File: src/dummy_ctrl_pkg.sv
// Constants and types for the host controller that programs variable dummy cycles.
// ****************************************************************************
// Summary of operation
// - Bits 30-29 give field width two to five.
// - Bit 28 picks plain or addressed commands.
// - Byte-zero option puts local address last.
// - Byte-one option never with 8-bit addressing.
// - Align written field to given LSb position.
// - Addressed access takes local address from 23-16.
// - Bits 23-20 flag modes using shared dummy.
// - Bits 19-16 give dummy count for flagged modes.
// - Single-line mode always uses zero dummy cycles.
// - Unflagged mode may work with another count.
// - Read opcode zero means no read command.
// - Write opcode zero means no write command.
// - Erase word write opcode zero means read-only.
// - Erase word 23-16 is address or modes.
// - Erase word bit 29 marks shared error bit.
// ****************************************************************************
package dummy_ctrl_pkg;

	// ************************************************************************
	// Register map of the software port
	// ************************************************************************
	localparam logic [7:0] OFF_CTRL = 8'h00;
	localparam logic [7:0] OFF_SET_WORD = 8'h04;
	localparam logic [7:0] OFF_ERASE_WORD = 8'h08;
	localparam logic [7:0] OFF_STATUS = 8'h0c;
	localparam logic [7:0] OFF_DECODE = 8'h10;
	localparam logic [31:0] WORD_RESET = 32'h0000_0000;

	// Control register fields.
	localparam int GO_SET_BIT = 0;
	localparam int GO_ERASE_BIT = 1;
	localparam int VAL_LO = 8;
	localparam int VAL_HI = 12;
	localparam int MODE_LO = 16;
	localparam int MODE_HI = 18;
	localparam int ALEN_LO = 20;
	localparam int ALEN_HI = 21;
	localparam int OVR_LO = 24;
	localparam int OVR_HI = 27;

	// Status register fields.
	localparam int ST_BUSY_BIT = 0;
	localparam int ST_DONE_BIT = 1;
	localparam int ST_ERR_LO = 2;
	localparam int ST_ERR_HI = 4;
	localparam int ST_UNLISTED_BIT = 5;
	localparam int ST_ERASE_BIT = 6;
	localparam int ST_ERASE_RO_BIT = 7;
	localparam int ST_SHARED_BIT = 8;
	localparam int ST_RDATA_LO = 16;
	localparam int ST_RDATA_HI = 23;

	// ************************************************************************
	// Layout of a parameter word
	// ************************************************************************
	localparam int PW_SUPPORT = 31;
	localparam int PW_WIDTH_HI = 30;
	localparam int PW_WIDTH_LO = 29;
	localparam int PW_SHARED = 29;
	localparam int PW_BY_ADDR = 28;
	localparam int PW_BYTE1 = 27;
	localparam int PW_LSB_HI = 26;
	localparam int PW_LSB_LO = 24;
	localparam int PW_ADDR_HI = 23;
	localparam int PW_ADDR_LO = 16;
	localparam int PW_FLAG_HI = 23;
	localparam int PW_FLAG_LO = 20;
	localparam int PW_DC_HI = 19;
	localparam int PW_DC_LO = 16;
	localparam int PW_RD_HI = 15;
	localparam int PW_RD_LO = 8;
	localparam int PW_WR_HI = 7;
	localparam int PW_WR_LO = 0;
	localparam logic [7:0] NO_OPCODE = 8'h00;
	localparam logic [3:0] MIN_FIELD_BITS = 4'h2;
	localparam logic [3:0] REG_BITS = 4'h8;

	// ************************************************************************
	// Types
	// ************************************************************************
	typedef enum logic [2:0] {
		MODE_1S1S1S, MODE_4S4S4S, MODE_4S4D4D, MODE_8S8S8S, MODE_8D8D8D
	} bus_mode_type;

	typedef enum logic [1:0] {ALEN_8, ALEN_24, ALEN_32} addr_len_type;

	typedef enum logic [2:0] {
		ERR_NONE, ERR_UNSUP, ERR_NO_WRITE, ERR_NO_READ, ERR_WIDTH, ERR_FIELD, ERR_ADDR,
		ERR_MODE
	} err_type;

	typedef enum logic [2:0] {
		ST_IDLE, ST_RD_ISSUE, ST_RD_WAIT, ST_WR_ISSUE, ST_WR_WAIT
	} state_type;

	typedef struct packed {
		logic supported;
		logic [1:0] width_code;
		logic by_addr;
		logic byte1;
		logic [2:0] lsb_pos;
		logic [7:0] local_addr;
		logic [3:0] mode_flags;
		logic [3:0] dummy;
		logic [7:0] rd_op;
		logic [7:0] wr_op;
		logic shared;
	} param_fields_type;

	typedef struct packed {
		logic valid;
		logic is_write;
		logic [7:0] opcode;
		logic has_addr;
		addr_len_type addr_len;
		logic [31:0] addr;
		bus_mode_type mode;
		logic [3:0] dummy;
		logic [7:0] wdata;
	} serial_cmd_type;

endpackage : dummy_ctrl_pkg

File: src/param_word_decode.sv
// Field decoder for one received parameter word.
`timescale 1ns/1ps
module param_word_decode (
	// Parameter word as captured.
	input wire logic [31:0] word_i,
	// Decoded fields.
	output dummy_ctrl_pkg::param_fields_type fields_o
);

	// All fields come out in the cycle the word is held; an unsupported word reads as zero.
	always_comb begin
		fields_o = '0;
		if (word_i[dummy_ctrl_pkg::PW_SUPPORT]) begin
			fields_o.supported = 1'b1;
			fields_o.width_code = word_i[dummy_ctrl_pkg::PW_WIDTH_HI:dummy_ctrl_pkg::PW_WIDTH_LO];
			fields_o.by_addr = word_i[dummy_ctrl_pkg::PW_BY_ADDR];
			fields_o.byte1 = word_i[dummy_ctrl_pkg::PW_BYTE1];
			fields_o.lsb_pos = word_i[dummy_ctrl_pkg::PW_LSB_HI:dummy_ctrl_pkg::PW_LSB_LO];
			fields_o.rd_op = word_i[dummy_ctrl_pkg::PW_RD_HI:dummy_ctrl_pkg::PW_RD_LO];
			fields_o.wr_op = word_i[dummy_ctrl_pkg::PW_WR_HI:dummy_ctrl_pkg::PW_WR_LO];
			fields_o.shared = word_i[dummy_ctrl_pkg::PW_SHARED];
			// The same byte is either a register address or a mode list, never both.
			if (word_i[dummy_ctrl_pkg::PW_BY_ADDR]) begin
				fields_o.local_addr = word_i[dummy_ctrl_pkg::PW_ADDR_HI:dummy_ctrl_pkg::PW_ADDR_LO];
			end else begin
				fields_o.mode_flags = word_i[dummy_ctrl_pkg::PW_FLAG_HI:dummy_ctrl_pkg::PW_FLAG_LO];
				fields_o.dummy = word_i[dummy_ctrl_pkg::PW_DC_HI:dummy_ctrl_pkg::PW_DC_LO];
			end
		end
	end

endmodule : param_word_decode

File: src/wait_field_merge.sv
// Aligns a wait-state value into its register byte and checks that it fits.
`timescale 1ns/1ps
module wait_field_merge (
	// Current register content and new setting.
	input wire logic [7:0] old_i,
	input wire logic [4:0] value_i,
	// Field shape from the settings word.
	input wire logic [1:0] width_code_i,
	input wire logic [2:0] lsb_pos_i,
	// Results.
	output logic [7:0] merged_o,
	output logic [7:0] mask_o,
	output logic value_fits_o,
	output logic field_fits_o
);

	logic [3:0] width;
	logic [7:0] ones;

	// Field width is the code plus two, so the mask is at most five ones.
	always_comb begin
		width = {2'h0, width_code_i} + dummy_ctrl_pkg::MIN_FIELD_BITS;
		ones = 8'((9'h001 << width) - 9'h001);
		mask_o = ones << lsb_pos_i;
		field_fits_o = ({1'b0, lsb_pos_i} + width) <= dummy_ctrl_pkg::REG_BITS;
		value_fits_o = (value_i & ~ones[4:0]) == 5'h00;
		// Bits outside the field keep what the register held.
		merged_o = (old_i & ~mask_o) | ((8'({3'h0, value_i}) << lsb_pos_i) & mask_o);
	end

endmodule : wait_field_merge

File: src/dummy_cycle_host.sv
// Host controller that programs variable dummy cycles and reads the erase error bit.
//
// Design decisions made here: the register addresses and the strobed register port.
`timescale 1ns/1ps
module dummy_cycle_host (
	// Clock and reset.
	input wire logic core_clk_i,
	input wire logic rstn_i,
	// Software register port.
	input wire logic [7:0] sw_addr_i,
	input wire logic [31:0] sw_wdata_i,
	input wire logic sw_wr_i,
	input wire logic sw_rd_i,
	output logic [31:0] sw_rdata_o,
	// Serial command engine.
	output dummy_ctrl_pkg::serial_cmd_type cmd_o,
	input wire logic cmd_ready_i,
	input wire logic rsp_valid_i,
	input wire logic [7:0] rsp_data_i,
	// Status.
	output logic busy_o
);

	// ************************************************************************
	// Declarations
	// ************************************************************************
	logic [31:0] set_word;
	logic [31:0] erase_word;
	logic [4:0] wait_value;
	logic [2:0] mode_raw;
	dummy_ctrl_pkg::addr_len_type alen;
	logic [3:0] dummy_ovr;
	dummy_ctrl_pkg::param_fields_type set_dec;
	dummy_ctrl_pkg::param_fields_type erase_dec;
	dummy_ctrl_pkg::param_fields_type go_f;
	dummy_ctrl_pkg::param_fields_type cur_f;
	dummy_ctrl_pkg::state_type state;
	dummy_ctrl_pkg::err_type err;
	dummy_ctrl_pkg::err_type go_err;
	dummy_ctrl_pkg::bus_mode_type req_mode;
	dummy_ctrl_pkg::bus_mode_type cur_mode;
	dummy_ctrl_pkg::addr_len_type req_alen;
	logic op_erase;
	logic done;
	logic unlisted;
	logic erase_bit;
	logic [7:0] last_rdata;
	logic go_set;
	logic go_erase;
	logic go_any;
	logic [4:0] merge_value;
	logic [7:0] merge_old;
	logic [7:0] merged;
	logic [7:0] merge_mask;
	logic value_fits;
	logic field_fits;
	logic [4:0] req_value;
	logic [3:0] req_ovr;
	logic [2:0] req_mode_raw;

	// ************************************************************************
	// Helper functions
	// ************************************************************************

	// Local register address goes in the last byte, or in byte one when flagged.
	function automatic logic [31:0] place_addr(input dummy_ctrl_pkg::param_fields_type f);
		if (f.byte1) begin
			place_addr = {16'h0000, f.local_addr, 8'h00};
		end else begin
			place_addr = {24'h00_0000, f.local_addr};
		end
	endfunction : place_addr

	// Flag bit of a mode above single line; mode one maps to the lowest flag.
	function automatic logic mode_flagged(input dummy_ctrl_pkg::param_fields_type f,
			input dummy_ctrl_pkg::bus_mode_type m);
		logic [1:0] idx;
		idx = 2'(3'(m) - 3'h1);
		mode_flagged = (m != dummy_ctrl_pkg::MODE_1S1S1S) && f.mode_flags[idx];
	endfunction : mode_flagged

	// Dummy count for a read: none on one line, the shared count where flagged.
	function automatic logic [3:0] pick_dummy(input dummy_ctrl_pkg::param_fields_type f,
			input dummy_ctrl_pkg::bus_mode_type m, input logic [3:0] ovr);
		if (m == dummy_ctrl_pkg::MODE_1S1S1S) begin
			pick_dummy = 4'h0;
		end else if (!f.by_addr && mode_flagged(f, m)) begin
			pick_dummy = f.dummy;
		end else begin
			pick_dummy = ovr;
		end
	endfunction : pick_dummy

	// One command for the serial engine; plain commands carry no address.
	function automatic dummy_ctrl_pkg::serial_cmd_type make_cmd(input logic wr,
			input dummy_ctrl_pkg::param_fields_type f, input dummy_ctrl_pkg::addr_len_type al,
			input dummy_ctrl_pkg::bus_mode_type m, input logic [3:0] ovr,
			input logic [7:0] data);
		make_cmd = '0;
		make_cmd.valid = 1'b1;
		make_cmd.is_write = wr;
		make_cmd.opcode = wr ? f.wr_op : f.rd_op;
		make_cmd.has_addr = f.by_addr;
		make_cmd.addr_len = f.by_addr ? al : dummy_ctrl_pkg::ALEN_8;
		make_cmd.addr = f.by_addr ? place_addr(f) : 32'h0000_0000;
		make_cmd.mode = m;
		make_cmd.dummy = wr ? 4'h0 : pick_dummy(f, m, ovr);
		make_cmd.wdata = data;
	endfunction : make_cmd

	// ************************************************************************
	// Decoders and field merge
	// ************************************************************************
	param_word_decode set_decode (
		.word_i(set_word),
		.fields_o(set_dec)
	);

	param_word_decode erase_decode (
		.word_i(erase_word),
		.fields_o(erase_dec)
	);

	// Before the read the register is taken as zero; after it, the answer is merged.
	assign merge_value = (state == dummy_ctrl_pkg::ST_IDLE) ? req_value : wait_value;
	assign merge_old = (state == dummy_ctrl_pkg::ST_RD_WAIT) ? rsp_data_i : 8'h00;

	wait_field_merge merge (
		.old_i(merge_old),
		.value_i(merge_value),
		.width_code_i(set_dec.width_code),
		.lsb_pos_i(set_dec.lsb_pos),
		.merged_o(merged),
		.mask_o(merge_mask),
		.value_fits_o(value_fits),
		.field_fits_o(field_fits)
	);

	// ************************************************************************
	// Request decode and checks
	// ************************************************************************

	// A start only counts while idle; a set request wins over an erase read.
	assign go_any = sw_wr_i && (sw_addr_i == dummy_ctrl_pkg::OFF_CTRL)
		&& (state == dummy_ctrl_pkg::ST_IDLE)
		&& (sw_wdata_i[dummy_ctrl_pkg::GO_SET_BIT] || sw_wdata_i[dummy_ctrl_pkg::GO_ERASE_BIT]);
	assign go_set = go_any && sw_wdata_i[dummy_ctrl_pkg::GO_SET_BIT];
	assign go_erase = go_any && !go_set;
	assign go_f = go_set ? set_dec : erase_dec;
	assign cur_f = op_erase ? erase_dec : set_dec;
	assign cur_mode = dummy_ctrl_pkg::bus_mode_type'(mode_raw);
	assign req_value = sw_wdata_i[dummy_ctrl_pkg::VAL_HI:dummy_ctrl_pkg::VAL_LO];
	assign req_ovr = sw_wdata_i[dummy_ctrl_pkg::OVR_HI:dummy_ctrl_pkg::OVR_LO];
	assign req_mode_raw = sw_wdata_i[dummy_ctrl_pkg::MODE_HI:dummy_ctrl_pkg::MODE_LO];
	assign req_mode = dummy_ctrl_pkg::bus_mode_type'(req_mode_raw);
	assign req_alen = dummy_ctrl_pkg::addr_len_type'(
		sw_wdata_i[dummy_ctrl_pkg::ALEN_HI:dummy_ctrl_pkg::ALEN_LO]);

	// Checks run on the request itself so that no command leaves for a bad word.
	always_comb begin
		go_err = dummy_ctrl_pkg::ERR_NONE;
		if (req_mode_raw > 3'(dummy_ctrl_pkg::MODE_8D8D8D)
				|| req_alen > dummy_ctrl_pkg::ALEN_32) begin
			go_err = dummy_ctrl_pkg::ERR_MODE;
		end else if (!go_f.supported) begin
			go_err = dummy_ctrl_pkg::ERR_UNSUP;
		end else if (go_set && go_f.wr_op == dummy_ctrl_pkg::NO_OPCODE) begin
			go_err = dummy_ctrl_pkg::ERR_NO_WRITE;
		end else if (!go_set && go_f.rd_op == dummy_ctrl_pkg::NO_OPCODE) begin
			go_err = dummy_ctrl_pkg::ERR_NO_READ;
		end else if (go_f.by_addr && go_f.byte1 && req_alen == dummy_ctrl_pkg::ALEN_8) begin
			go_err = dummy_ctrl_pkg::ERR_ADDR;
		end else if (go_set && !field_fits) begin
			go_err = dummy_ctrl_pkg::ERR_FIELD;
		end else if (go_set && !value_fits) begin
			go_err = dummy_ctrl_pkg::ERR_WIDTH;
		end
	end

	// ************************************************************************
	// Software registers
	// ************************************************************************

	// Parameter words are frozen while a sequence runs so the decode stays put.
	always_ff @(posedge core_clk_i or negedge rstn_i) begin
		if (!rstn_i) begin
			set_word <= dummy_ctrl_pkg::WORD_RESET;
			erase_word <= dummy_ctrl_pkg::WORD_RESET;
		end else if (sw_wr_i && state == dummy_ctrl_pkg::ST_IDLE) begin
			if (sw_addr_i == dummy_ctrl_pkg::OFF_SET_WORD) begin
				set_word <= sw_wdata_i;
			end
			if (sw_addr_i == dummy_ctrl_pkg::OFF_ERASE_WORD) begin
				erase_word <= sw_wdata_i;
			end
		end
	end

	// Control fields load on any idle write to the control register.
	always_ff @(posedge core_clk_i or negedge rstn_i) begin
		if (!rstn_i) begin
			wait_value <= 5'h00;
			mode_raw <= 3'h0;
			alen <= dummy_ctrl_pkg::ALEN_8;
			dummy_ovr <= 4'h0;
		end else if (sw_wr_i && sw_addr_i == dummy_ctrl_pkg::OFF_CTRL
				&& state == dummy_ctrl_pkg::ST_IDLE) begin
			wait_value <= req_value;
			mode_raw <= req_mode_raw;
			alen <= req_alen;
			dummy_ovr <= req_ovr;
		end
	end

	// Read data stand for exactly one cycle after the strobe; unmapped reads give zero.
	always_ff @(posedge core_clk_i or negedge rstn_i) begin
		if (!rstn_i) begin
			sw_rdata_o <= 32'h0000_0000;
		end else begin
			sw_rdata_o <= 32'h0000_0000;
			if (sw_rd_i) begin
				case (sw_addr_i)
					dummy_ctrl_pkg::OFF_CTRL: begin
						sw_rdata_o <= {4'h0, dummy_ovr, 2'h0, alen, 1'b0, mode_raw, 3'h0,
							wait_value, 8'h00};
					end
					dummy_ctrl_pkg::OFF_SET_WORD: begin
						sw_rdata_o <= set_word;
					end
					dummy_ctrl_pkg::OFF_ERASE_WORD: begin
						sw_rdata_o <= erase_word;
					end
					dummy_ctrl_pkg::OFF_STATUS: begin
						sw_rdata_o <= {8'h00, last_rdata, 7'h00, erase_dec.shared,
							(erase_dec.wr_op == dummy_ctrl_pkg::NO_OPCODE),
							erase_bit, unlisted, err, done, busy_o};
					end
					dummy_ctrl_pkg::OFF_DECODE: begin
						sw_rdata_o <= {24'h00_0000, set_dec.supported,
							3'(set_dec.width_code) + 3'h2, pick_dummy(set_dec, cur_mode, dummy_ovr)};
					end
					default: begin
						sw_rdata_o <= 32'h0000_0000;
					end
				endcase
			end
		end
	end

	// ************************************************************************
	// Sequencer
	// ************************************************************************

	// Set: optional read of the register, then a merged write. Erase: one read.
	always_ff @(posedge core_clk_i or negedge rstn_i) begin
		if (!rstn_i) begin
			state <= dummy_ctrl_pkg::ST_IDLE;
			busy_o <= 1'b0;
		end else begin
			case (state)
				dummy_ctrl_pkg::ST_IDLE: begin
					if (go_any && go_err == dummy_ctrl_pkg::ERR_NONE) begin
						busy_o <= 1'b1;
						if (go_set && go_f.rd_op == dummy_ctrl_pkg::NO_OPCODE) begin
							state <= dummy_ctrl_pkg::ST_WR_ISSUE;
						end else begin
							state <= dummy_ctrl_pkg::ST_RD_ISSUE;
						end
					end
				end
				dummy_ctrl_pkg::ST_RD_ISSUE: begin
					if (cmd_ready_i) begin
						state <= dummy_ctrl_pkg::ST_RD_WAIT;
					end
				end
				dummy_ctrl_pkg::ST_RD_WAIT: begin
					if (rsp_valid_i) begin
						state <= op_erase ? dummy_ctrl_pkg::ST_IDLE : dummy_ctrl_pkg::ST_WR_ISSUE;
						busy_o <= !op_erase;
					end
				end
				dummy_ctrl_pkg::ST_WR_ISSUE: begin
					if (cmd_ready_i) begin
						state <= dummy_ctrl_pkg::ST_WR_WAIT;
					end
				end
				dummy_ctrl_pkg::ST_WR_WAIT: begin
					if (rsp_valid_i) begin
						state <= dummy_ctrl_pkg::ST_IDLE;
						busy_o <= 1'b0;
					end
				end
				default: begin
					state <= dummy_ctrl_pkg::ST_IDLE;
					busy_o <= 1'b0;
				end
			endcase
		end
	end

	// The command is built in one go and held unchanged until the engine takes it.
	always_ff @(posedge core_clk_i or negedge rstn_i) begin
		if (!rstn_i) begin
			cmd_o <= '0;
		end else if (go_any && go_err == dummy_ctrl_pkg::ERR_NONE) begin
			cmd_o <= make_cmd(go_set && go_f.rd_op == dummy_ctrl_pkg::NO_OPCODE, go_f,
				req_alen, req_mode, req_ovr, merged);
		end else if (state == dummy_ctrl_pkg::ST_RD_WAIT && rsp_valid_i && !op_erase) begin
			cmd_o <= make_cmd(1'b1, set_dec, alen, cur_mode, dummy_ovr, merged);
		end else if (cmd_o.valid && cmd_ready_i) begin
			cmd_o.valid <= 1'b0;
		end
	end

	// Outcome flags; a new start reloads done, err and unlisted but keeps erase_bit and last_rdata; nothing else competes with the set.
	always_ff @(posedge core_clk_i or negedge rstn_i) begin
		if (!rstn_i) begin
			op_erase <= 1'b0;
			done <= 1'b0;
			err <= dummy_ctrl_pkg::ERR_NONE;
			unlisted <= 1'b0;
			erase_bit <= 1'b0;
			last_rdata <= 8'h00;
		end else if (go_any) begin
			op_erase <= go_erase;
			err <= go_err;
			done <= (go_err != dummy_ctrl_pkg::ERR_NONE);
			unlisted <= !go_f.by_addr && req_mode != dummy_ctrl_pkg::MODE_1S1S1S
				&& !mode_flagged(go_f, req_mode);
		end else if (rsp_valid_i && state == dummy_ctrl_pkg::ST_RD_WAIT) begin
			last_rdata <= rsp_data_i;
			if (op_erase) begin
				erase_bit <= rsp_data_i[erase_dec.lsb_pos];
				done <= 1'b1;
			end
		end else if (rsp_valid_i && state == dummy_ctrl_pkg::ST_WR_WAIT) begin
			done <= 1'b1;
		end
	end
endmodule : dummy_cycle_host

File: config.mk
export PLATFORM = sky130hd
export DESIGN_NAME = dummy_cycle_host
export DESIGN_NICKNAME = d
export VERILOG_FILES = /design/src/dummy_ctrl_pkg.sv /design/src/param_word_decode.sv /design/src/wait_field_merge.sv /design/src/dummy_cycle_host.sv
export SDC_FILE = /design/constraint.sdc
export NUM_CORES = 1
export LEC_CHECK = 0
export ABC_AREA = 1
export BUFFER_PORTS_ARGS = -buffer_cell sky130_fd_sc_hd__buf_2
export CAP_MARGIN = 30
export CORE_MARGIN = 2
export CORE_UTILIZATION = 45
export CTS_CLUSTER_SIZE = 20
export DETAILED_ROUTE_END_ITERATION = 8
export PLACE_DENSITY = 0.66
export SETUP_SLACK_MARGIN = 0.4
export SLEW_MARGIN = 15
export SYNTH_ARGS = -nofsm -noshare
export SYNTH_HDL_FRONTEND = slang
export SYNTH_SLANG_ARGS = --single-unit
File: constraint.sdc
create_clock -name core_clk_i -period 7.1 [get_ports core_clk_i]
set_clock_uncertainty 0.1 [all_clocks]
set_input_delay 0.355 -clock core_clk_i [delete_from_list [all_inputs] [get_ports core_clk_i]]
set_output_delay 0.355 -clock core_clk_i [all_outputs]
set_load 0.03 [all_outputs]
======== Word level (Yosys, flattened, before mapping) ========
Cells that the tools add are included.
cells by class
  $add $sub $neg .......................... 6
  magnitude comparators ................... 6
  equality and inequality tests ........... 14
  shift operators ......................... 3
  mux-type cells .......................... 56
  bitwise logic cells ..................... 8
  reduce and logical (&&, ||, !) cells .... 57
operators by type and width
  kind                number
  $pmux 32 s5         1
  $mux 41             3
  $mux 32             3
  $mux 60             1
  $mux 59             1
  $mux 8              6
  $mux 3              12
  $logic_not 8->1     4
  $mux 16             2
  $logic_and 1x1->1   24
  $mux 4              5
  $and 8x8->8         2
  $eq 8x4->1 const B  2
  $pmux 3 s5          1
  $reduce_bool 3->1   5
  $logic_not 3->1     4
  $mux 1              12
  $eq 8x3->1 const B  1
  $eq 8x5->1 const B  1
  $mux 2              4
  $ne 2x2->1 const B  4
  $not 8->8           1
  $or 8x8->8          1
  $reduce_and 2->1    4
  33 further kinds    46
word-level totals
  register bits ........................... 189
  bits of input ports ..................... 54
  logic and storage cells ................. 174

======== Longest topological paths before layout ========
Gate-level depths: netlist of the first run.
  word-level depth ........................ 21
  depth in mapped cells ................... 21

======== Hierarchy ========
A second synthesis of the first run with hierarchy kept.
unflattened totals
  cell total of the unflattened synthesis .. 1386
  area total of the unflattened synthesis .. 9874.5 sq um
modules (own cells, without submodules)
  module             times used  cells an instance  area each (sq um)
  dummy_cycle_host   1           1115               8619.5
  param_word_decode  2           77                 329.1
  wait_field_merge   1           117                596.8

======== Worst setup path before layout of the first run ========
No wires, ideal clock.
  path kind ............................... reg-to-reg
  start point ............................. reg set_word[31]
  end point ............................... reg cmd_o[55] (netlist bit)
  library setup time ...................... 124 ps
  data arrival time ....................... 2869 ps
  required time ........................... 6876 ps
  setup slack ............................. 4007 ps
  stages on the path, launching flop included .. 20
  buffers on the path ..................... 3
  clock period less this slack ............ 3093 ps
  cell sequence ........................... dfrtp_1 > buf_2 > nand2_1 > inv_1 > ha_1 > fa_1 > nor2_1 > nand2_1 > o22ai_1 > nor2_1 > nor2_1 > nand2_1 > nand3_2 > nand3_2 > nor2_4 > nor2_4 > buf_4 > buf_4 > nand2_1 > nand2_1
on the way
  cells in the longest elaborated chain, start to end .. 19
  elaborated cells between the ends (all ways) .. 34
  classes of those cells .................. 3 x add/sub; 1 x order compare; 1 x shift; 12 x mux; 2 x bitwise; 15 x reduce/logical
RTL lines
  element                                       RTL line                 source
  start: declaration                            dummy_cycle_host.sv:27   logic [31:0] set_word;
  start signal: assignment                      dummy_cycle_host.sv:187  set_word <= dummy_ctrl_pkg::WORD_RESET;
  start signal: assignment                      dummy_cycle_host.sv:191  set_word <= sw_wdata_i;
  $mux 41 *                                     param_word_decode.sv:13  if (word_i[dummy_ctrl_pkg::PW_SUPPORT]) begin
  $add 2x2->3                                   wait_field_merge.sv:22   width = {2'h0, width_code_i} + dummy_ctrl_pkg::MIN_FIELD_BITS;
  $shl 1x4->8                                   wait_field_merge.sv:23   ones = 8'((9'h001 << width) - 9'h001);
  $sub 8x1->8                                   wait_field_merge.sv:23
  $not 5->5                                     wait_field_merge.sv:26   value_fits_o = (value_i & ~ones[4:0]) == 5'h00;
  $and 5x5->5                                   wait_field_merge.sv:26
  $logic_not 5->1                               wait_field_merge.sv:26
  $logic_not 1->1                               dummy_cycle_host.sv:175  end else if (go_set && !value_fits) begin
  [... 3 more ...]                              n/a
  $mux 3                                        dummy_cycle_host.sv:171  end else if (go_f.by_addr && go_f.byte1 && req_alen == dummy_ctrl_pkg::ALEN_8) begin
  $mux 3                                        dummy_cycle_host.sv:169  end else if (!go_set && go_f.rd_op == dummy_ctrl_pkg::NO_OPCODE) begin
  $mux 3                                        dummy_cycle_host.sv:167  end else if (go_set && go_f.wr_op == dummy_ctrl_pkg::NO_OPCODE) begin
  $mux 3                                        dummy_cycle_host.sv:165  end else if (!go_f.supported) begin
  $mux 3                                        dummy_cycle_host.sv:162  if (req_mode_raw > 3'(dummy_ctrl_pkg::MODE_8D8D8D)
  $logic_not 3->1                               dummy_cycle_host.sv:305  end else if (go_any && go_err == dummy_ctrl_pkg::ERR_NONE) begin
  $logic_and 1x1->1                             dummy_cycle_host.sv:305
  $mux 60 or $reduce_bool 2->1 (tied branches)  n/a
  end signal: assignment                        dummy_cycle_host.sv:306  cmd_o <= make_cmd(go_set && go_f.rd_op == dummy_ctrl_pkg::NO_OPCODE, go_f,
  end signal: assignment                        dummy_cycle_host.sv:309  cmd_o <= make_cmd(1'b1, set_dec, alen, cur_mode, dummy_ovr, merged);
  end: declaration                              dummy_cycle_host.sv:16   output dummy_ctrl_pkg::serial_cmd_type cmd_o,
Mark *: on every way between the ends. The rest lies on a longest branch, timed or not. The select of a mux whose other input is x is not followed.
A chain may end at the register's enable or synchronous reset.

======== Worst setup path after layout of the first run ========
  start point ............................. reg set_word[31]
  end point ............................... reg cmd_o[53] (netlist bit)
Same word-level chain as after synthesis.

==> summary.txt, run 1 <==
Routing
  – Initial DRC count: 704
  – Drt first pass iters: 5
  – ANT nets after route: 0
  – Vias: 8708
  – Vias/cell: 5.29
  – DR WL/cell: 17.9 um
  – Detailed Route WL: 29500 um
  – DRC Markers: 0

Power and ir drop
  – VDD IR max: 0.137 mV
  – Pwr Density: 270 nW/um^2
  – Leak: 5.56 nW
  – Tot Pwr: 2.90 mW

Synthesis
  – Post-synth ARST share: 1.00
  – Syn Area/Cell: 7.42 um^2
  – Synth top area share: 0.466
  – EDFF count, synth: 0
  – Synth Instances: 1251
  – Netlist cell types: 48
  – Cell area after synthesis: 9280 um^2
  – Flops & latches, synth: 173
  – Top post-synthesis cells by area: dfrtp_1 (47%), nand2_1 (15%), o21ai_0 (7.7%)
  – Main synth FF type: dfrtp_1
  – Register area share after synthesis: 0.466
  – Cell taking the most area after synthesis: dfrtp_1
  – Ys Warns: 0

Global routing
  – Largest net degree at the start of global routing: 107
  – Remaining Overflow, GRT: 0
  – Initial antenna violation count: 0
  – Total Routing Usage GR: 0.278
  – First-pass GRT wire length: 46100 um
  – Vias in the first global route: 8302

CTS
  – H-tree lvl count: 4
  – TritonCTS clock tree: built
  – Root Driver: clkbuf_16
  – Clock tree buffer depth: 2
  – Clock latency on the worst-skew pair: 0.45 ns
  – Clock transition at path regs: 0.07 ns
  – Postcts setup bufs: 0
  – CTS buffer count: 17
  – Total clock sinks: 173

Floorplanning
  – Core Region: 20200 um^2
  – Die ar.: 21800 um^2
  – Die Y: 148 um
  – I/O pins: 147
  – Die Wd: 148 um
  – Initial Util: 0.459
  – Row cnt: 52

Timing
  – Fmax: 0.222 GHz
  – RSZ-0062 raised after global routing: no
  – Final setup TNS: 0 ns
  – Crit path time final: 4.50 ns
  – Final Max Tran Viols: 0
  – Hold_ws: 0.0519 ns
  – Final worst-path cycle share: 0.634
  – Final setup fails: 0
  – Hold Vio Cnt, Final: 0
  – Worst Tran Pin Value: 0.937 ns
  – Slew headroom: 0.374

Hold path
  – Hold WC Path Type: in2reg

Placed design
  – Port-buffer cells: 130
  – Placer Congestion: 0.987
  – Detailed Place HPWL: 22200 um

Worst setup path
  – Crit Path Class: reg2reg
  – Critical Path Start Type: flip-flop
  – Setup crit end kind: flip-flop
  – Worst-path fanout max: 30
  – CP arrival: 4.78 ns
  – Worst path required time: 7.38 ns

Layout
  – Ant diodes: 0
  – Share of layout cells above drive strength 1: 0.143
  – Nets: 1424
  – P&R area growth vs syn: 15.8%
  – Area occupied by multi-input gates: 3960 um^2
  – Fillcell total: 2016
  – FF/Latch Area: 4330 um^2

Flow run
  – Max Cap Viol: 0

Status
  – Outcome: finished, final reports clean
==> path summary, 6_finish.rpt <==
| path | start | to | slack [ns] | cells past startpoint |
|---|---|---|---|---|
| max reg2reg | set_word[31] | cmd_o[53] | 2.60 | 16 |
| min in group asynchronous | rstn_i | sw_rdata_o[13] | 0.28 | 2 |
| min reg2reg | cmd_o[6] | cmd_o[6] | 0.38 | 2 |
| max | set_word[31] | cmd_o[53] | 2.60 | 16 |
| max in group asynchronous | rstn_i | cmd_o[6] | 5.45 | 3 |
| min | rsp_data_i[2] | last_rdata[2] | 0.05 | 3 |
==> metal layers <==
layer,GRT usage,part of all wire,vias up
met5,0,0,-
met4,0.128,0.042,0
met3,0.0454,0.058,81
met2,0.467,0.49,315
met1,0.352,0.41,4109
li1,-,-,4203
==> area by class of cell <==
cell class,count,area share
flip-flops and latches,173,0.403
multi-input cells,842,0.368
repair buffers,143,0.0751
inverters,186,0.0650
clock buffers,18,0.0409
well taps,270,0.0314
clock inverters,14,0.0162
==> cell families after synthesis <==
logic type                 after synthesis  synth area share
and+or+nand+nor                        561             0.250
DFF                                    173             0.466
other                                    2          0.000809
adders and majority gates                7            0.0102
AOI/OAI and AO/OA                      256             0.159
buffers and inverters                  252             0.114
==> state kept, by name, summed over array words and instances, names as in the netlist <==
signal / count
alen: 2
busy_o: 1
cmd_o: 44
cur_mode: 3
done: 1
dummy_ovr: 4
erase_bit: 1
erase_word: 32
err: 3
last_rdata: 8
op_erase: 1
set_word: 32
state: 3
sw_rdata_o: 32
unlisted: 1
wait_value: 5
==> power breakdown <==
part	switching [mW]	leakage [nW]	internal [mW]	total, mW
combinational	0.509	2.93	0.203	0.712
clock	0.435	0.300	0.543	0.978
sequential	0.0972	2.33	1.11	1.21
==> worst max-delay path, cell delays in order (launching register included) <==
cell	delay (ns)
dfrtp_1	0.80
nand2_1	0.38
inv_1	0.25
ha_1	0.22
fa_1	0.39
nor2_1	0.11
nand2_1	0.06
o22ai_1	0.18
nor2_1	0.08
nor2_1	0.12
nand2_1	0.07
nand3_2	0.09
nand3_2	0.09
nor2_4	0.53
nand2_1	0.44
or2_0	0.39
nand3_1	0.11
==> layout by cell type, fill, tap and decap left out, drive strengths merged, types with 2 or more instances in the layout <==
cell         instances
nand2              370
inv                193
dfrtp              173
o21ai              148
buf                141
nor2               116
nand3               55
a21oi               29
o22ai               26
conb                18
clkbuf              18
o211ai              14
a221oi              14
a22oi                6
ha                   6
nor3                 5
or2                  5
o32ai                4
clkinv               4
and2                 3
a31oi                3
nor4                 3
nand4                3
o221ai               2
a41oi                2
o2111ai              2
bufinv               2
dlygate4sd3          2
==> synthesized netlist by cell type, types with 2 or more instances <==
| cell type | count |
|---|---|
| a31oi_1 | 3 |
| nand2_2 | 6 |
| o2111ai_1 | 2 |
| inv_1 | 182 |
| nor3_1 | 5 |
| o21ai_1 | 6 |
| clkbuf_1 | 33 |
| nor2_1 | 109 |
| dfrtp_1 | 173 |
| nand3_2 | 2 |
| o211ai_1 | 14 |
| nor4_1 | 3 |
| or2_2 | 3 |
| o221ai_1 | 2 |
| inv_2 | 3 |
| a22oi_1 | 6 |
| o21ai_0 | 142 |
| nor2_4 | 3 |
| nand3_1 | 52 |
| and2_1 | 3 |
| buf_6 | 3 |
| a21oi_1 | 29 |
| conb_1 | 2 |
| or2_0 | 2 |
| buf_1 | 2 |
| a221oi_1 | 14 |
| o32ai_1 | 4 |
| ha_1 | 6 |
| buf_2 | 8 |
| buf_4 | 20 |
| a41oi_1 | 2 |
| nand4_1 | 2 |
| nor2_2 | 3 |
| nand2_1 | 363 |
| o22ai_1 | 26 |
==> through the flow <==
step / util / area (um^2) / cells / setup WS [ns]
finish: 0.531 / 10700 / 1646 / 2.60
global route: 0.531 / 10700 / 1646 / 2.34
CTS: 0.527 / 10700 / 1643 / 2.67
detailed placement: 0.496 / 10000 / 1609 / 2.69
global placement: 0.496 / 10000 / 1609 / 2.75
floorplan: - / 9340 / 1267 / 4.01
==> timing repair <==
item | CTS | global route
setup endpoints to repair | 0 | 0
endpoints found under the hold margin | 51 | 0
hold buffers | 2 | 0
gates resized for setup | 0 | 0
(Power assumes the default switching activity.)
==> run 2, diff against run 1 <==
==> constraint.sdc (replaced) <==
create_clock -name core_clk_i -period 4.3 [get_ports core_clk_i]
set_clock_uncertainty 0.1 [all_clocks]
set_input_delay 0.215 -clock core_clk_i [delete_from_list [all_inputs] [get_ports core_clk_i]]
set_output_delay 0.215 -clock core_clk_i [all_outputs]
set_load 0.03 [all_outputs]
==> summary.txt, run 2 (same netlist as run 1, synthesis figures left out) <==
CTS
  – Root Driver: clkbuf_16
  – H-tree lvl count: 4
  – Clock tree buffer depth: 2
  – Total clock sinks: 173
  – Clock transition at path regs: 0.07 ns
  – CTS buffer count: 17
  – TritonCTS clock tree: built
  – PostCTS Resize Cnt: 0
  – Clock latency on the worst-skew pair: 0.44 ns
  – Postcts setup bufs: 0

Timing
  – Final worst-path cycle share: 0.838
  – Hold Vio Cnt, Final: 0
  – Slew headroom: 0.446
  – Final setup TNS: 0 ns
  – Worst Tran Pin Value: 0.831 ns
  – Final setup fails: 0
  – RSZ-0062 raised after global routing: no
  – Final Max Tran Viols: 0
  – Crit path time final: 3.60 ns
  – Fmax: 0.277 GHz
  – Final WS setup: 0.695 ns

Power and ir drop
  – Pwr Density: 432 nW/um^2
  – VDD IR max: 0.239 mV
  – Leak: 5.68 nW

Floorplanning
  – Die Wd: 148 um
  – Die ar.: 21800 um^2
  – Row cnt: 52
  – Core Region: 20200 um^2
  – I/O pins: 147
  – Die Y: 148 um
  – Initial Util: 0.459

Global routing
  – Largest net degree at the start of global routing: 96
  – Total Routing Usage GR: 0.285
  – First-pass GRT wire length: 47400 um
  – Initial antenna violation count: 0
  – Vias in the first global route: 8461
  – Remaining Overflow, GRT: 0

Layout
  – Most flops, register: cmd_o
  – Final core occ: 0.546
  – P&R area growth vs syn: 19.1%
  – Max reg flops: 44
  – Fillcell total: 2017
  – Most frequent cells in the layout: nand2_1 (363), inv_1 (182), dfrtp_1 (173)
  – FF/Latch Area: 4330 um^2
  – Area occupied by multi-input gates: 3960 um^2
  – Most common cell after layout, fill and taps aside: nand2_1
  – Nets: 1458
  – Share of layout cells above drive strength 1: 0.143
  – Ant diodes: 0
  – Non-Filler Instances: 1680

Hold path
  – Hold WC Path Type: in2reg

Placed design
  – Dpl ws: 0.708 ns
  – Placed Cells incl. Taps: 1617
  – Detailed Place HPWL: 22600 um
  – Port-buffer cells: 130
  – Placer Congestion: 1.01

Flow run
  – Max Cap Viol: 0

Worst setup path
  – CP most frequent cell: nand2_2
  – Setup crit end kind: flip-flop
  – Crit-path leading delay family: simple AND/OR/NAND/NOR gates
  – CP arrival: 3.87 ns
  – Worst-path fanout max: 15
  – Worst path required time: 4.57 ns
  – Worst Path Buf+Inv: 1
  – Critical Path Start Type: flip-flop
  – CP max stage delay: 0.43 ns
  – Crit Path Class: reg2reg
  – Slowest cell on crit path: or2_0
  – Crit-path cells: nor2_2 > nand2_2 > nor2_8 > nand3_4 > nand2_4 > inv_2 > nand2_2 > nand2_2 > nand3_1 > and2_1 > nand2_1 > nand2_1 > nand2_2 > nor2_4 > nand2_1 > or2_0 > nand3_1

Routing
  – ANT nets after route: 0
  – Detailed Route WL: 30400 um
  – DRC Markers: 0
  – DR WL/cell: 18.1 um
  – Initial DRC count: 674
  – Vias/cell: 5.28
  – Vias: 8862
  – Drt first pass iters: 5

Status
  – Outcome: finished, final reports clean
-- run 2: routing by layer --
| metal | vias to the layer above | part of all wire | track usage |
|---|---|---|---|
| li1 | 4264 | - | - |
| met1 | 4197 | 0.42 | 0.370 |
| met2 | 329 | 0.48 | 0.469 |
| met3 | 72 | 0.056 | 0.0478 |
| met4 | 0 | 0.040 | 0.128 |
| met5 | - | 0 | 0 |
-- run 2: final cells by class --
cell class	instances	area share
clock buffer	22	0.0429
clock inverter	10	0.0115
tap	270	0.0306
sequential	173	0.392
inverter	186	0.0632
timing repair buffer	177	0.102
multi-input combinational	842	0.358
-- run 2: worst paths after layout --
path	startpoint	slack [ns]	endpoint	depth (start not counted)
min in group asynchronous	rstn_i	0.08	sw_rdata_o[12]	2
setup reg to reg	state[2]	0.70	cmd_o[53]	17
max in group asynchronous	rstn_i	3.33	state[1]	3
setup / recovery	state[2]	0.70	cmd_o[53]	17
hold reg to reg	cmd_o[5]	0.38	cmd_o[5]	2
hold / removal	sw_wdata_i[11]	0.009	wait_value[3]	3
-- run 2: power by group --
part	internal (mW)	switching, mW	leakage [nW]
Sequential	1.83	0.163	2.33
Combinational	0.351	0.831	3.07
Clock	0.911	0.688	0.282
-- run 2: repair_timing --
action	CTS	global route
hold endpoints to repair	142	0
endpoints found under the setup margin	0	0
hold buffers	30	0
-- run 2: worst register-to-register path: stages (launching register included) --
cell	delay, ns
dfrtp_1	0.41
nor2_2	0.15
nand2_2	0.20
nor2_8	0.20
nand3_4	0.16
nand2_4	0.22
inv_2	0.12
nand2_2	0.18
nand2_2	0.22
nand3_1	0.22
and2_1	0.16
nand2_1	0.05
nand2_1	0.07
nand2_2	0.08
nor2_4	0.15
nand2_1	0.30
or2_0	0.43
nand3_1	0.11
-- run 2: stage by stage --
step                total power [mW]  cell area (um^2)  hold slack [ns]
floorplan                       2.80              9340           -0.181
global placement                3.17             10100            0.271
detailed placement              3.18             10100            0.277
CTS                             4.80             11000          0.00261
global route                    5.02             11100           0.0201
finish                          4.78             11100          0.00884
